===== src/pd_pkg.sv =====
// package for the power-down mode controller: register map, fields, timing
// assumes a single 100 MHz clock domain
package pd_pkg;

  // ==========================================================
  // register map
  localparam logic [15:0] EDGE_CFG_ADDR = 16'hF1C0;
  localparam logic [15:0] SYSCFG_ADDR = 16'hFF12;
  localparam logic [15:0] EDGE_CFG_RESET = 16'h0000;
  localparam logic [15:0] SYSCFG_RESET = 16'h0000;
  localparam int MODE_SEL_BIT = 5;
  localparam int NUM_PINS = 8;

  // ==========================================================
  // edge selection field codes
  localparam logic [1:0] EDGE_OFF = 2'h0;
  localparam logic [1:0] EDGE_RISE = 2'h1;
  localparam logic [1:0] EDGE_FALL = 2'h2;
  localparam logic [1:0] EDGE_ANY = 2'h3;

  // ==========================================================
  // timing: least wake pulse on a pin
  localparam int CLK_PERIOD_NS = 10;
  localparam int WAKE_PULSE_NS = 40;
  localparam int WAKE_CYCLES = (WAKE_PULSE_NS + CLK_PERIOD_NS - 1) / CLK_PERIOD_NS;

  // ==========================================================
  // controller states
  typedef enum logic [1:0] {
    ST_RUN,
    ST_DOWN,
    ST_WAKE,
    ST_RESUME
  } pd_state_t;

endpackage


===== src/pd_pin_sync.sv =====
// two-flop synchroniser for the external pins
// assumes pins are asynchronous to clk
`timescale 1ns/1ps
module pd_pin_sync (
  input wire logic clk,
  input wire logic srst,
  input wire logic [pd_pkg::NUM_PINS-1:0] pin_async,
  input wire logic nmi_n_async,
  input wire logic wake_delay_low_async,
  output logic [pd_pkg::NUM_PINS-1:0] pin_sync,
  output logic nmi_n_sync,
  output logic wake_delay_low_sync
);

  logic [pd_pkg::NUM_PINS+1:0] meta_q;
  logic [pd_pkg::NUM_PINS+1:0] sync_q;

  // ==========================================================
  // first stage feeds only the second stage
  always_ff @(posedge clk) begin
    if (srst) begin
      // nmi idles high: reset it high so no false low follows reset
      meta_q <= {1'b0, 1'b1, {pd_pkg::NUM_PINS{1'b0}}};
      sync_q <= {1'b0, 1'b1, {pd_pkg::NUM_PINS{1'b0}}};
    end else begin
      meta_q <= {wake_delay_low_async, nmi_n_async, pin_async};
      sync_q <= meta_q;
    end
  end

  assign pin_sync = sync_q[pd_pkg::NUM_PINS-1:0];
  assign nmi_n_sync = sync_q[pd_pkg::NUM_PINS];
  assign wake_delay_low_sync = sync_q[pd_pkg::NUM_PINS+1];

endmodule


===== src/pd_ctrl.sv =====
// power-down mode controller: entry check, clock freeze, wake sequence
// assumes cpu pulses powerdown_instruction and end_init_instruction on clk
//
// Overview of operation
// RULE_01 - configuration bit zero selects protected power-down
// RULE_02 - protected entry only while non-maskable interrupt pin is low
// RULE_03 - failed entry check makes the instruction a no-op
// RULE_04 - memory and registers are untouched during power-down
// RULE_05 - protected mode wakes only by hardware reset
// RULE_06 - configuration bit one selects interruptible power-down
// RULE_07 - interruptible entry needs every enabled pin at its inactive level
// RULE_08 - field 00 disables the pin for entry and wake
// RULE_09 - field 01: rising edge, enter while low, wake when high
// RULE_10 - field 10: falling edge, enter while high, wake when low
// RULE_11 - field 11: any edge, never blocks entry, wakes on change
// RULE_12 - entering freezes clocks and stops oscillator and pll
// RULE_13 - interruptible mode wakes on reset or a qualifying pin
// RULE_14 - external party holds reset until oscillator and pll settle
// RULE_15 - wake logic treats pins as levels, not sampled inputs
// RULE_16 - wake works even if the pin interrupt enable is clear
// RULE_17 - external source holds wake level at least 40 ns
// RULE_18 - wake restarts oscillator, pulls delay pin, gates clocks until low
// RULE_19 - enabled interrupt runs its service routine after wake
// RULE_20 - disabled interrupt leaves its request flag set for software
// RULE_21 - one instruction after power-down runs before the service call
// RULE_22 - configuration select is read-write bit 5 of system config
// RULE_23 - system config writes blocked after end of initialisation
// RULE_24 - entry check uses pin levels in the instruction cycle
`timescale 1ns/1ps
module pd_ctrl (
  input wire logic clk,
  input wire logic srst,
  input wire logic [15:0] reg_addr,
  input wire logic [15:0] reg_wdata,
  input wire logic reg_wr,
  input wire logic reg_rd,
  output logic [15:0] reg_rdata,
  input wire logic powerdown_instruction,
  input wire logic end_init_instruction,
  input wire logic nmi_n_pin,
  input wire logic [pd_pkg::NUM_PINS-1:0] fast_ext_irq_pin,
  input wire logic [pd_pkg::NUM_PINS-1:0] irq_enable_bit,
  input wire logic [pd_pkg::NUM_PINS-1:0] irq_flag_clear,
  input wire logic wake_delay_low,
  output logic clocks_gated,
  output logic osc_pll_stop,
  output logic wake_delay_pulldown,
  output logic powerdown_active,
  output logic pd_ignored,
  output logic resume_pulse,
  output logic [pd_pkg::NUM_PINS-1:0] irq_request_flag,
  output logic [pd_pkg::NUM_PINS-1:0] isr_request
);

  pd_pkg::pd_state_t state_q, state_d;
  logic [15:0] edge_cfg_q;
  logic [15:0] sys_cfg_q;
  logic init_done_q;
  logic [pd_pkg::NUM_PINS-1:0] pin_s, entry_lvl_q, wake_src_q, ien_q;
  logic nmi_n_s, delay_low_s;
  logic [2:0] wake_cnt_q;
  logic [15:0] rdata_q;
  logic [pd_pkg::NUM_PINS-1:0] flag_q, isr_q;
  logic ign_q, resume_q;

  // ==========================================================
  // pin synchronisers
  pd_pin_sync pd_pin_sync_inst (
    .clk(clk),
    .srst(srst),
    .pin_async(fast_ext_irq_pin),
    .nmi_n_async(nmi_n_pin),
    .wake_delay_low_async(wake_delay_low),
    .pin_sync(pin_s),
    .nmi_n_sync(nmi_n_s),
    .wake_delay_low_sync(delay_low_s)
  );

  // per-pin field extraction
  function automatic logic [1:0] field_of(input logic [15:0] cfg, input int idx);
    field_of = cfg[2*idx +: 2];
  endfunction

  // ==========================================================
  // entry and wake qualification per pin
  logic [pd_pkg::NUM_PINS-1:0] pin_blocks, pin_wakes;
  always_comb begin
    for (int i = 0; i < pd_pkg::NUM_PINS; i++) begin
      // RULE_08 RULE_09 RULE_10 RULE_11 field decode
      case (field_of(edge_cfg_q, i))
        pd_pkg::EDGE_RISE: begin
          pin_blocks[i] = pin_s[i];
          pin_wakes[i] = pin_s[i];
        end
        pd_pkg::EDGE_FALL: begin
          pin_blocks[i] = !pin_s[i];
          pin_wakes[i] = !pin_s[i];
        end
        pd_pkg::EDGE_ANY: begin
          pin_blocks[i] = 1'b0;
          pin_wakes[i] = pin_s[i] != entry_lvl_q[i];
        end
        default: begin
          pin_blocks[i] = 1'b0;
          pin_wakes[i] = 1'b0;
        end
      endcase
    end
  end

  // RULE_01 RULE_06 mode select from bit 5
  wire mode_intr = sys_cfg_q[pd_pkg::MODE_SEL_BIT];
  // RULE_02 RULE_07 RULE_24 entry check in the instruction cycle
  wire entry_ok = mode_intr ? (pin_blocks == '0) : !nmi_n_s;
  wire pd_req = (state_q == pd_pkg::ST_RUN) && powerdown_instruction;
  // RULE_15 RULE_16 level-held wake qualified by the pulse counter
  wire any_wake_lvl = |pin_wakes;
  wire wake_valid = any_wake_lvl && (wake_cnt_q >= 3'(pd_pkg::WAKE_CYCLES - 1));
  wire sys_wr = reg_wr && (reg_addr == pd_pkg::SYSCFG_ADDR) && !init_done_q;
  wire edge_wr = reg_wr && (reg_addr == pd_pkg::EDGE_CFG_ADDR);
  wire [15:0] rd_mux = (reg_addr == pd_pkg::EDGE_CFG_ADDR) ? edge_cfg_q :
                       (reg_addr == pd_pkg::SYSCFG_ADDR) ? sys_cfg_q : 16'h0000;

  // ==========================================================
  // state machine
  always_comb begin
    state_d = state_q;
    case (state_q)
      pd_pkg::ST_RUN: begin
        // RULE_03 failed check stays in run
        if (pd_req && entry_ok) begin
          state_d = pd_pkg::ST_DOWN;
        end
      end
      pd_pkg::ST_DOWN: begin
        // RULE_05 RULE_13 only pins wake, and only in interruptible mode
        if (mode_intr && wake_valid) begin
          state_d = pd_pkg::ST_WAKE;
        end
      end
      pd_pkg::ST_WAKE: begin
        // RULE_18 clocks stay gated until delay pin is low
        if (delay_low_s) begin
          state_d = pd_pkg::ST_RESUME;
        end
      end
      pd_pkg::ST_RESUME: begin
        state_d = pd_pkg::ST_RUN;
      end
      default: begin
        state_d = pd_pkg::ST_RUN;
      end
    endcase
  end

  // state and status outputs; reset is the hardware wake
  always_ff @(posedge clk) begin
    if (srst) begin
      state_q <= pd_pkg::ST_RUN;
      clocks_gated <= 1'b0;
      osc_pll_stop <= 1'b0;
      wake_delay_pulldown <= 1'b0;
      powerdown_active <= 1'b0;
    end else begin
      state_q <= state_d;
      // RULE_12 freeze clocks and stop oscillator
      clocks_gated <= (state_d == pd_pkg::ST_DOWN) || (state_d == pd_pkg::ST_WAKE);
      osc_pll_stop <= state_d == pd_pkg::ST_DOWN;
      // RULE_18 weak pull-down during wake delay
      wake_delay_pulldown <= state_d == pd_pkg::ST_WAKE;
      powerdown_active <= state_d == pd_pkg::ST_DOWN;
    end
  end

  // ==========================================================
  // wake pulse width counter
  always_ff @(posedge clk) begin
    if (srst) begin
      wake_cnt_q <= 3'h0;
    end else if (state_q == pd_pkg::ST_DOWN && any_wake_lvl) begin
      wake_cnt_q <= (wake_cnt_q == 3'h7) ? wake_cnt_q : wake_cnt_q + 3'h1;
    end else begin
      wake_cnt_q <= 3'h0;
    end
  end

  // entry snapshot of levels and enables, wake source capture
  always_ff @(posedge clk) begin
    if (srst) begin
      entry_lvl_q <= '0;
      ien_q <= '0;
      wake_src_q <= '0;
    end else if (pd_req && entry_ok) begin
      entry_lvl_q <= pin_s;
      ien_q <= irq_enable_bit;
      wake_src_q <= '0;
    end else if (state_q == pd_pkg::ST_DOWN && state_d == pd_pkg::ST_WAKE) begin
      wake_src_q <= pin_wakes;
    end
  end

  // ==========================================================
  // registers; RULE_04 entry and pin wake leave them unchanged, the reset wake reloads them
  always_ff @(posedge clk) begin
    if (srst) begin
      edge_cfg_q <= pd_pkg::EDGE_CFG_RESET;
      sys_cfg_q <= pd_pkg::SYSCFG_RESET;
      init_done_q <= 1'b0;
      rdata_q <= 16'h0000;
    end else begin
      if (edge_wr) begin
        edge_cfg_q <= reg_wdata;
      end
      // RULE_22 RULE_23 write lock after end of init
      if (sys_wr) begin
        sys_cfg_q <= reg_wdata;
      end
      if (end_init_instruction) begin
        init_done_q <= 1'b1;
      end
      if (reg_rd) begin
        rdata_q <= rd_mux;
      end
    end
  end
  assign reg_rdata = rdata_q;

  // ==========================================================
  // resume: flags and service requests
  wire resume_now = state_q == pd_pkg::ST_RESUME;
  always_ff @(posedge clk) begin
    if (srst) begin
      flag_q <= '0;
      isr_q <= '0;
      ign_q <= 1'b0;
      resume_q <= 1'b0;
    end else begin
      // RULE_20 flag set on wake wins over clear
      flag_q <= (flag_q & ~irq_flag_clear) | (resume_now ? wake_src_q : '0);
      // RULE_19 RULE_21 service request after the resume cycle
      isr_q <= resume_now ? (wake_src_q & ien_q) : '0;
      ign_q <= pd_req && !entry_ok;
      resume_q <= resume_now;
    end
  end
  assign irq_request_flag = flag_q;
  assign isr_request = isr_q;
  assign pd_ignored = ign_q;
  assign resume_pulse = resume_q;

  // ==========================================================
  // assertions
  // RULE_05 protected hold
  prot_hold_a: assert property (@(posedge clk) disable iff (srst)
    state_q == pd_pkg::ST_DOWN && !mode_intr |=> state_q == pd_pkg::ST_DOWN)
    else $error("protected power-down left without reset");
  // RULE_03 ignored instruction
  ignore_run_a: assert property (@(posedge clk) disable iff (srst)
    pd_req && !entry_ok |=> state_q == pd_pkg::ST_RUN ##0 pd_ignored)
    else $error("failed entry check not ignored");
  // RULE_02 RULE_07 entry
  entry_ok_a: assert property (@(posedge clk) disable iff (srst)
    pd_req && entry_ok |=> powerdown_active && osc_pll_stop)
    else $error("entry check passed but no power-down");
  // RULE_12 clocks frozen
  clk_freeze_a: assert property (@(posedge clk) disable iff (srst)
    powerdown_active |-> clocks_gated && osc_pll_stop)
    else $error("clocks running in power-down");
  // RULE_18 gating held
  gate_hold_a: assert property (@(posedge clk) disable iff (srst)
    state_q == pd_pkg::ST_WAKE && !delay_low_s |=> clocks_gated && wake_delay_pulldown)
    else $error("clocks released before delay pin low");
  // RULE_13 RULE_17 wake time
  wake_go_a: assert property (@(posedge clk) disable iff (srst)
    (state_q == pd_pkg::ST_DOWN && mode_intr && any_wake_lvl) [*4] |-> ##1
    state_q == pd_pkg::ST_WAKE)
    else $error("held wake level did not wake");
  // RULE_17 short pulse
  short_pulse_a: assert property (@(posedge clk) disable iff (srst)
    $rose(state_q == pd_pkg::ST_WAKE) |-> $past(any_wake_lvl, 3))
    else $error("wake on pulse shorter than minimum");
  // RULE_19 RULE_20 resume outputs
  resume_out_a: assert property (@(posedge clk) disable iff (srst)
    resume_now |=> resume_pulse && ((irq_request_flag & wake_src_q) == wake_src_q))
    else $error("resume did not set request flags");
  // RULE_23 lock
  sys_lock_a: assert property (@(posedge clk) disable iff (srst)
    init_done_q |=> $stable(sys_cfg_q))
    else $error("system config changed after end of init");
  // RULE_18 oscillator restarted
  osc_restart_a: assert property (@(posedge clk) disable iff (srst)
    state_q == pd_pkg::ST_WAKE |-> !osc_pll_stop && wake_delay_pulldown)
    else $error("oscillator still stopped during wake delay");
  // RULE_20 flags held
  flag_hold_a: assert property (@(posedge clk) disable iff (srst)
    irq_request_flag != '0 && irq_flag_clear == '0 |=>
    (irq_request_flag & $past(irq_request_flag)) == $past(irq_request_flag))
    else $error("request flag lost without a clear");

  cov_prot_c: cover property (@(posedge clk) disable iff (srst)
    pd_req && entry_ok && !mode_intr);
  cov_intr_wake_c: cover property (@(posedge clk) disable iff (srst)
    state_q == pd_pkg::ST_WAKE ##[1:50] resume_now);
  cov_ignore_c: cover property (@(posedge clk) disable iff (srst) pd_ignored);
  cov_isr_c: cover property (@(posedge clk) disable iff (srst) |isr_request);

endmodule


===== config.mk =====
export PLATFORM = sky130hd
export DESIGN_NAME = pd_ctrl
export DESIGN_NICKNAME = d
export VERILOG_FILES = /design/src/pd_pkg.sv /design/src/pd_pin_sync.sv /design/src/pd_ctrl.sv
export SDC_FILE = /design/constraint.sdc
export NUM_CORES = 1
export LEC_CHECK = 0
export ABC_CLOCK_PERIOD_IN_PS = 2800
export BUFFER_PORTS_ARGS = -buffer_cell sky130_fd_sc_hd__buf_4
export CAP_MARGIN = 20
export CORE_MARGIN = 2
export CORE_UTILIZATION = 49
export DETAILED_ROUTE_END_ITERATION = 8
export GPL_TIMING_DRIVEN = 0
export PLACE_DENSITY = 0.75
export SLEW_MARGIN = 20
export SYNTH_ARGS = -nofsm -noshare
export SYNTH_HDL_FRONTEND = slang
export SYNTH_SLANG_ARGS = --single-unit
export TNS_END_PERCENT = 50

===== constraint.sdc =====
create_clock -name clk -period 2.8 [get_ports clk]
set_clock_uncertainty 0.15 [all_clocks]
set_input_delay 0.28 -clock clk [delete_from_list [all_inputs] [get_ports clk]]
set_output_delay 0.28 -clock clk [all_outputs]
set_load 0.01 [all_outputs]

# Yosys cells after proc, flatten, opt, wreduce, memory -nomap -nowiden
# Index checks and enable logic that the tools add are counted.
dict set report word_totals {
  regBits 119
  latch_bits 0
  mem_bits_rw 0
  mem_bits_ro 0
  in_bits 64
  output_inout_bits 38
  wordCells 118
  memories 0
}
dict set report op_classes {
  add_sub_neg 1
  multipliers 0
  n_div 0
  magnitude_cmp 1
  n_eq_ne 40
  n_shift 0
  muxes 24
  n_bitwise 6
  reduce_logical 28
}
# op count
set ops {}
lappend ops {{== test 2 bit (second input constant)} 19}
lappend ops {{== test 16 bit (second input constant)} 2}
lappend ops {{2-to-1 mux 16 bit} 2}
lappend ops {{case mux 1 bit (3 select lines)} 8}
lappend ops {{== test 2 x 1 -> 1 bit (second input constant)} 10}
lappend ops {{bitwise AND 8 bit} 2}
lappend ops {{case mux 1 bit (2 select lines)} 8}
lappend ops {{logical NOT 1 bit} 11}
lappend ops {{logical AND 1 bit} 10}
lappend ops {{logical NOT 8 bit} 1}
lappend ops {{2-to-1 mux 8 bit} 1}
lappend ops {{inequality test 1 bit} 8}
lappend ops {{inverter 8 bit} 1}
lappend ops {{OR 8 bit} 1}
lappend ops {{case mux 2 bit (4 select lines)} 1}
lappend ops {{OR reduction 8 bit} 1}
lappend ops {{2-to-1 mux 2 bit} 3}
lappend ops {{OR reduction 2 bit} 3}
lappend ops {{adder 3 x 1 -> 3 bit (second input constant)} 1}
lappend ops {{== test 3 bit (second input constant)} 1}
lappend ops {{greater-or-equal comparator 3 x 2 -> 1 bit (second input constant)} 1}
lappend ops {{logical NOT 2 bit} 1}
lappend ops {{inverter 1 bit} 2}
lappend ops {{logical OR 1 bit} 1}
lappend ops {{2-to-1 mux 1 bit} 1}

# Longest topological paths before layout
dict set report logic_depth {
  word_depth 9
  depth_mapped 11
  depth_no_buf 9
}

# Modules after synthesis
# From an unflattened synthesis, not the netlist that was laid out.
dict set report unflattened {
  hier_cells 512
  hier_area_um2 4719.5
}
# mod n_inst cells_per_inst area_each_um2 seq_area_each_um2
set by_module_without_submodules {}
lappend by_module_without_submodules {pd_ctrl 1 470 4177.8 1981.9}
lappend by_module_without_submodules {pd_pin_sync 1 42 541.8 400.4}

# Worst setup path before layout
# Ideal clock, no wire load.
dict set report synth_path {
  path_type {flip-flop to flip-flop}
  from {reg edge_cfg_q[1]}
  to {reg wake_src_q[5] (netlist name)}
  setup_time_ns 0.103
  arrival_time_ns 2.696
  t_required_ns 2.547
  path_slack_ns -0.150
  stages_incl_launch_ff 11
  n_path_buf 2
  synth_period_minus_slack_ns 2.950
  path_cell_list {dfxtp_1 > or3b_2 > nand4_1 > o32ai_4 > a221oi_1 > ha_1 > and2_1 > clkbuf_1 > clkbuf_1 > nor2_1 > a2111oi_2}
}
dict set report synth_between {
  elab_chain_len 9
  word_cells_on_any_way 17
  classes_between {eq/ne: 4; mux: 6; reduce/logical: 7}
}
# element line_no
set synth_lines {}
lappend synth_lines {{start, declared} pd_ctrl.sv:56} ;# logic [15:0] edge_cfg_q;
lappend synth_lines {{start signal, assigned} pd_ctrl.sv:206} ;# edge_cfg_q <= pd_pkg::EDGE_CFG_RESET;
lappend synth_lines {{start signal, assigned} pd_ctrl.sv:212} ;# edge_cfg_q <= reg_wdata;
lappend synth_lines {{== test 2 bit / == test 2 x 1 -> 1 bit (equally long branches)} pd_ctrl.sv:90} ;# case (field_of(edge_cfg_q, i))
lappend synth_lines {{case mux 1 bit (2 select lines) / case mux 1 bit (3 select lines) (equally long branches)} pd_ctrl.sv:90}
lappend synth_lines {{logical NOT 8 bit / OR reduction 8 bit (equally long branches)} {pd_ctrl.sv:114, pd_ctrl.sv:117}}
lappend synth_lines {{2-to-1 mux 1 bit / logical AND 1 bit (equally long branches)} {pd_ctrl.sv:114, pd_ctrl.sv:118}}
lappend synth_lines {{logical AND 1 bit (on tied branches)} {pd_ctrl.sv:131, pd_ctrl.sv:193, pd_ctrl.sv:137}}
lappend synth_lines {{2-to-1 mux 2 bit (on tied branches)} {pd_ctrl.sv:131, pd_ctrl.sv:137}}
lappend synth_lines {{case mux 2 bit (4 select lines)} pd_ctrl.sv:128} ;# case (state_q)
lappend synth_lines {{== test 2 bit} pd_ctrl.sv:197} ;# end else if (state_q == pd_pkg::ST_DOWN && state_d == pd_pkg::ST_WAKE) begin
lappend synth_lines {{logical AND 1 bit} pd_ctrl.sv:197}
lappend synth_lines {{end signal, assigned} pd_ctrl.sv:198} ;# wake_src_q <= pin_wakes;
lappend synth_lines {{end, declared} pd_ctrl.sv:59} ;# logic [pd_pkg::NUM_PINS-1:0] pin_s, entry_lvl_q, wake_src_q, ien_q;
# Several ways; a longest one is shown, not always the timed one.
# A chain may end at the register's enable or synchronous reset.

# Worst setup path in the final report
dict set report layout_path {
  from {reg edge_cfg_q[13]}
  to {reg wake_src_q[2] (netlist name)}
}
dict set report layout_between {
  elab_chain_len 9
  word_cells_on_any_way 17
  classes_between {eq/ne: 4; mux: 6; reduce/logical: 7}
}
# element line_no
set layout_lines {}
lappend layout_lines {{== test 2 bit / == test 2 x 1 -> 1 bit (equally long branches)} pd_ctrl.sv:90}
lappend layout_lines {{case mux 1 bit (2 select lines) / case mux 1 bit (3 select lines) (equally long branches)} pd_ctrl.sv:90}
lappend layout_lines {{logical NOT 8 bit / OR reduction 8 bit (equally long branches)} {pd_ctrl.sv:114, pd_ctrl.sv:117}}
lappend layout_lines {{2-to-1 mux 1 bit / logical AND 1 bit (equally long branches)} {pd_ctrl.sv:114, pd_ctrl.sv:118}}
lappend layout_lines {{logical AND 1 bit (on tied branches)} {pd_ctrl.sv:131, pd_ctrl.sv:137}}
lappend layout_lines {{2-to-1 mux 2 bit (on tied branches)} {pd_ctrl.sv:131, pd_ctrl.sv:137}}
lappend layout_lines {{case mux 2 bit (4 select lines) *} pd_ctrl.sv:128}
lappend layout_lines {{named net state_d[1]} pd_ctrl.sv:55} ;# pd_pkg::pd_state_t state_q, state_d;
lappend layout_lines {{== test 2 bit *} pd_ctrl.sv:197}
lappend layout_lines {{logical AND 1 bit *} pd_ctrl.sv:197}
# The timed path passes the listed nets; every way through them passes the cells marked *.

==> metrics.cfg <==
[setup_path]
cp_slowest_cell=a2111oi_1
worstSetupPathType=reg2reg
endpoint_kind=register
crit_fanout=10
path_cells=nor2b_2, a32oi_2, nand4_1, o211ai_1, buf_4, o21ai_1, ha_2, and2_4, buf_8, a2111oi_1
critPathArrivalTime_ns=2.98
r2r.worst_path.cells=10
cpPeakStageDelay_ns=0.42
critPathLaunchType=register
r2r_slack_ns=0.07
crit_required_ns=3.05

[global_route]
antenna_found_initial=0
grt_overflow=0
grt_pass1_vias=4239
track_usage=0.250
grt_max_degree=17
grt_pass1_wl_um=20000

[cells_and_area]
final_core_utilization=0.737
synthToLayoutAreaGrowth_pct=44.8
antennaDiodeCount=0
fin_nets=752
final_cell_mix=112 x buf_4, 106 x dfxtp_1, 60 x nand2_1
stdcell_area_mm2=0.00685
drive_gt1_frac=0.278
layout_commonest_cell=buf_4

[die]
die_height_um=102
initial_utilization=0.509
dieArea_mm2=0.0105
row_count=35
coreArea_mm2=0.00928
num_io_pins=102
die_w_um=102

[status]
status=finished clean

[synthesis]
ys_ff_latch=119
seq_area_frac_synth=0.504
yosys.area.top_type=dfxtp_1
syn_area_per_cell_um2=9.26
netlist_top_cells_area=dfxtp_1 50%, nand2_1 4.8%, nor2b_1 4.8%, a21oi_1 3.5%, nor2_1 3.5%
synth_fp_nets=580
yosys.area.top_type_share=0.504
synth_cell_types=45
yosysWarnings=0
postSynthCellCount=511
synthesis.area_mm2=0.00473

[sta]
period_minus_slack_ns=2.73
hold_violations=0
setup_viol=0
period_share=0.974
fmax_mhz=367
slew_headroom=0.520
worst_slack_ns=0.0725
drv_slew=0
worst_slew_pin_slew_ns=0.720

[place]
hpwl_um=8640
place_congestion=0.841
placed_area_mm2=0.00564
port_buffers=99
dp_slack_ns=-0.328

[cts]
clock_sinks=119
cts_tree=built
clkTransAtPathRegs_ns=0.06
cts_max_level=4
root_buffer=clkbuf_8
clockBufferDepth=2
cts_buffers=17
clkLatencyLatePin_ns=0.53

[detailed_routing]
vias=4460
wl_per_cell_um=15.7
wirelength_um=13000
drc_errors=0
ant_nets=0
vias_per_cell=5.41
first_pass_iters=5
drt_iter0_markers=263

[pwr]
p_int_mw=3.08
power_frac_comb=0.067
vdd_drop_max_mv=0.440
switchingPower_mw=0.962
leakage_nw=2.64
p_per_area_mw_per_mm2=591
swShare=0.238
p_clk_frac=0.502
seq_power_share=0.431

[hold_path]
min_path_cells=3
min_path_type=in2reg

[run]
drv_cap=0

## power groups by stage
| stage | clock [mW] | sequential [mW] | combinational, mW |
|---|---|---|---|
| after floorplan | 0 | 1.78 | 0.0889 |
| after global placement | 0 | 1.78 | 0.211 |
| after detailed placement | 0 | 1.78 | 0.215 |
| after CTS | 2.02 | 1.74 | 0.266 |
| after global routing | 2.11 | 1.74 | 0.293 |
| final | 2.03 | 1.74 | 0.273 |
## state kept, by name, indices dropped and copies added, names as in the netlist
name and cells:
ien_q 8, clocks_gated 1, edge_cfg_q 16, pd_pin_sync_inst.meta_q 10, wake_src_q 8, resume_pulse 1, wake_delay_pulldown 1, state_q 2
isr_request 8, powerdown_active 1, irq_request_flag 8, sys_cfg_q 16, wake_cnt_q 3, init_done_q 1, pd_pin_sync_inst.sync_q 10, entry_lvl_q 8
pd_ignored 1, reg_rdata 16
## logic make-up (layout without fill, tap and decap cells)
| logic type | count (synthesis) | after routing | share of synthesized area |
|---|---|---|---|
| and+or+nand+nor | 228 | 228 | 0.260 |
| DFF | 119 | 119 | 0.504 |
| AOI/OAI and AO/OA | 112 | 112 | 0.167 |
| buffers and inverters | 39 | 223 | 0.0386 |
| muxes | 7 | 7 | 0.0148 |
| adders and majority gates | 5 | 5 | 0.0132 |
| xor gates and xnor gates | 1 | 1 | 0.00185 |
## cell type report
class	count	area, um2
multi-input cells	353	2280
flip-flops and latches	119	2400
inverters	4	15.0
fillers	677	2440
clock inverters	13	125
repair buffers	154	1270
plain buffers	34	175
well taps	129	161
clock buffers	18	428
## metal layers
metal	GRT usage	vias up	wire, um
met5	0	-	0
met4	0.0974	0	240
met3	0.0540	30	721
met2	0.433	158	6520
met1	0.302	2116	5470
li1	-	2156	-
## metrics by stage
| step | TNS (ns) | instances | hold slack (ns) | power [mW] |
|---|---|---|---|---|
| 2_1_floorplan | 0 | 511 | 0.234 | 1.87 |
| 3_3_place_gp | -1.78 | 739 | 0.245 | 1.99 |
| 3_5_place_dp | -2.07 | 739 | 0.251 | 1.99 |
| 4_1_cts | 0 | 818 | 0.0346 | 4.03 |
| 5_1_grt | -0.0887 | 824 | 0.0735 | 4.15 |
| 6_report | 0 | 824 | 0.0418 | 4.04 |
## worst paths after layout
path,from,end
max reg2reg,edge_cfg_q[13]$_SDFFE_PP0P_,wake_src_q[2]$_SDFFE_PP0P_
min reg2reg,pd_pin_sync_inst.meta_q[8]$_SDFF_PP1_,pd_pin_sync_inst.sync_q[8]$_SDFF_PP1_
max,edge_cfg_q[13]$_SDFFE_PP0P_,wake_src_q[2]$_SDFFE_PP0P_
min,reg_wr,edge_cfg_q[3]$_SDFFE_PP0P_
## synthesized netlist by cell type, drive strengths merged
master / n
dfxtp: 119
nand2: 60
nor2: 44
nor2b: 36
a21oi: 33
nand2b: 26
clkbuf: 24
o21ai: 18
a211oi: 16
a22oi: 16
nand3: 16
nand4b: 16
buf: 11
a2111oi: 8
a22o: 8
and3: 8
a32oi: 7
mux2i: 7
nand4: 6
ha: 5
inv: 4
and2: 3
nand3b: 2
nor3: 2
nor3b: 2
or2: 2
a211o: 1
a221oi: 1
and3b: 1
and4b: 1
nor4: 1
o211ai: 1
o221ai: 1
o22a: 1
o32ai: 1
or3b: 1
or4: 1
xor2: 1
## worst max-delay path: cells and delay by family (launching register included)
family	cells	cell delay [ns]
AOI/OAI and AO/OA	4	1.01
buffers and inverters	2	0.31
DFF	1	0.34
adders and majority gates	1	0.21
and+or+nand+nor	3	0.58
## timing repair
item,CTS,global route
pin swaps,6,8
setup buffers,5,6
resized for setup,23,16
endpoints found under the setup margin,8,8
hold endpoints to repair,61,0
hold buffers,44,0
Note: power is estimated with default switching activity, not from simulation.
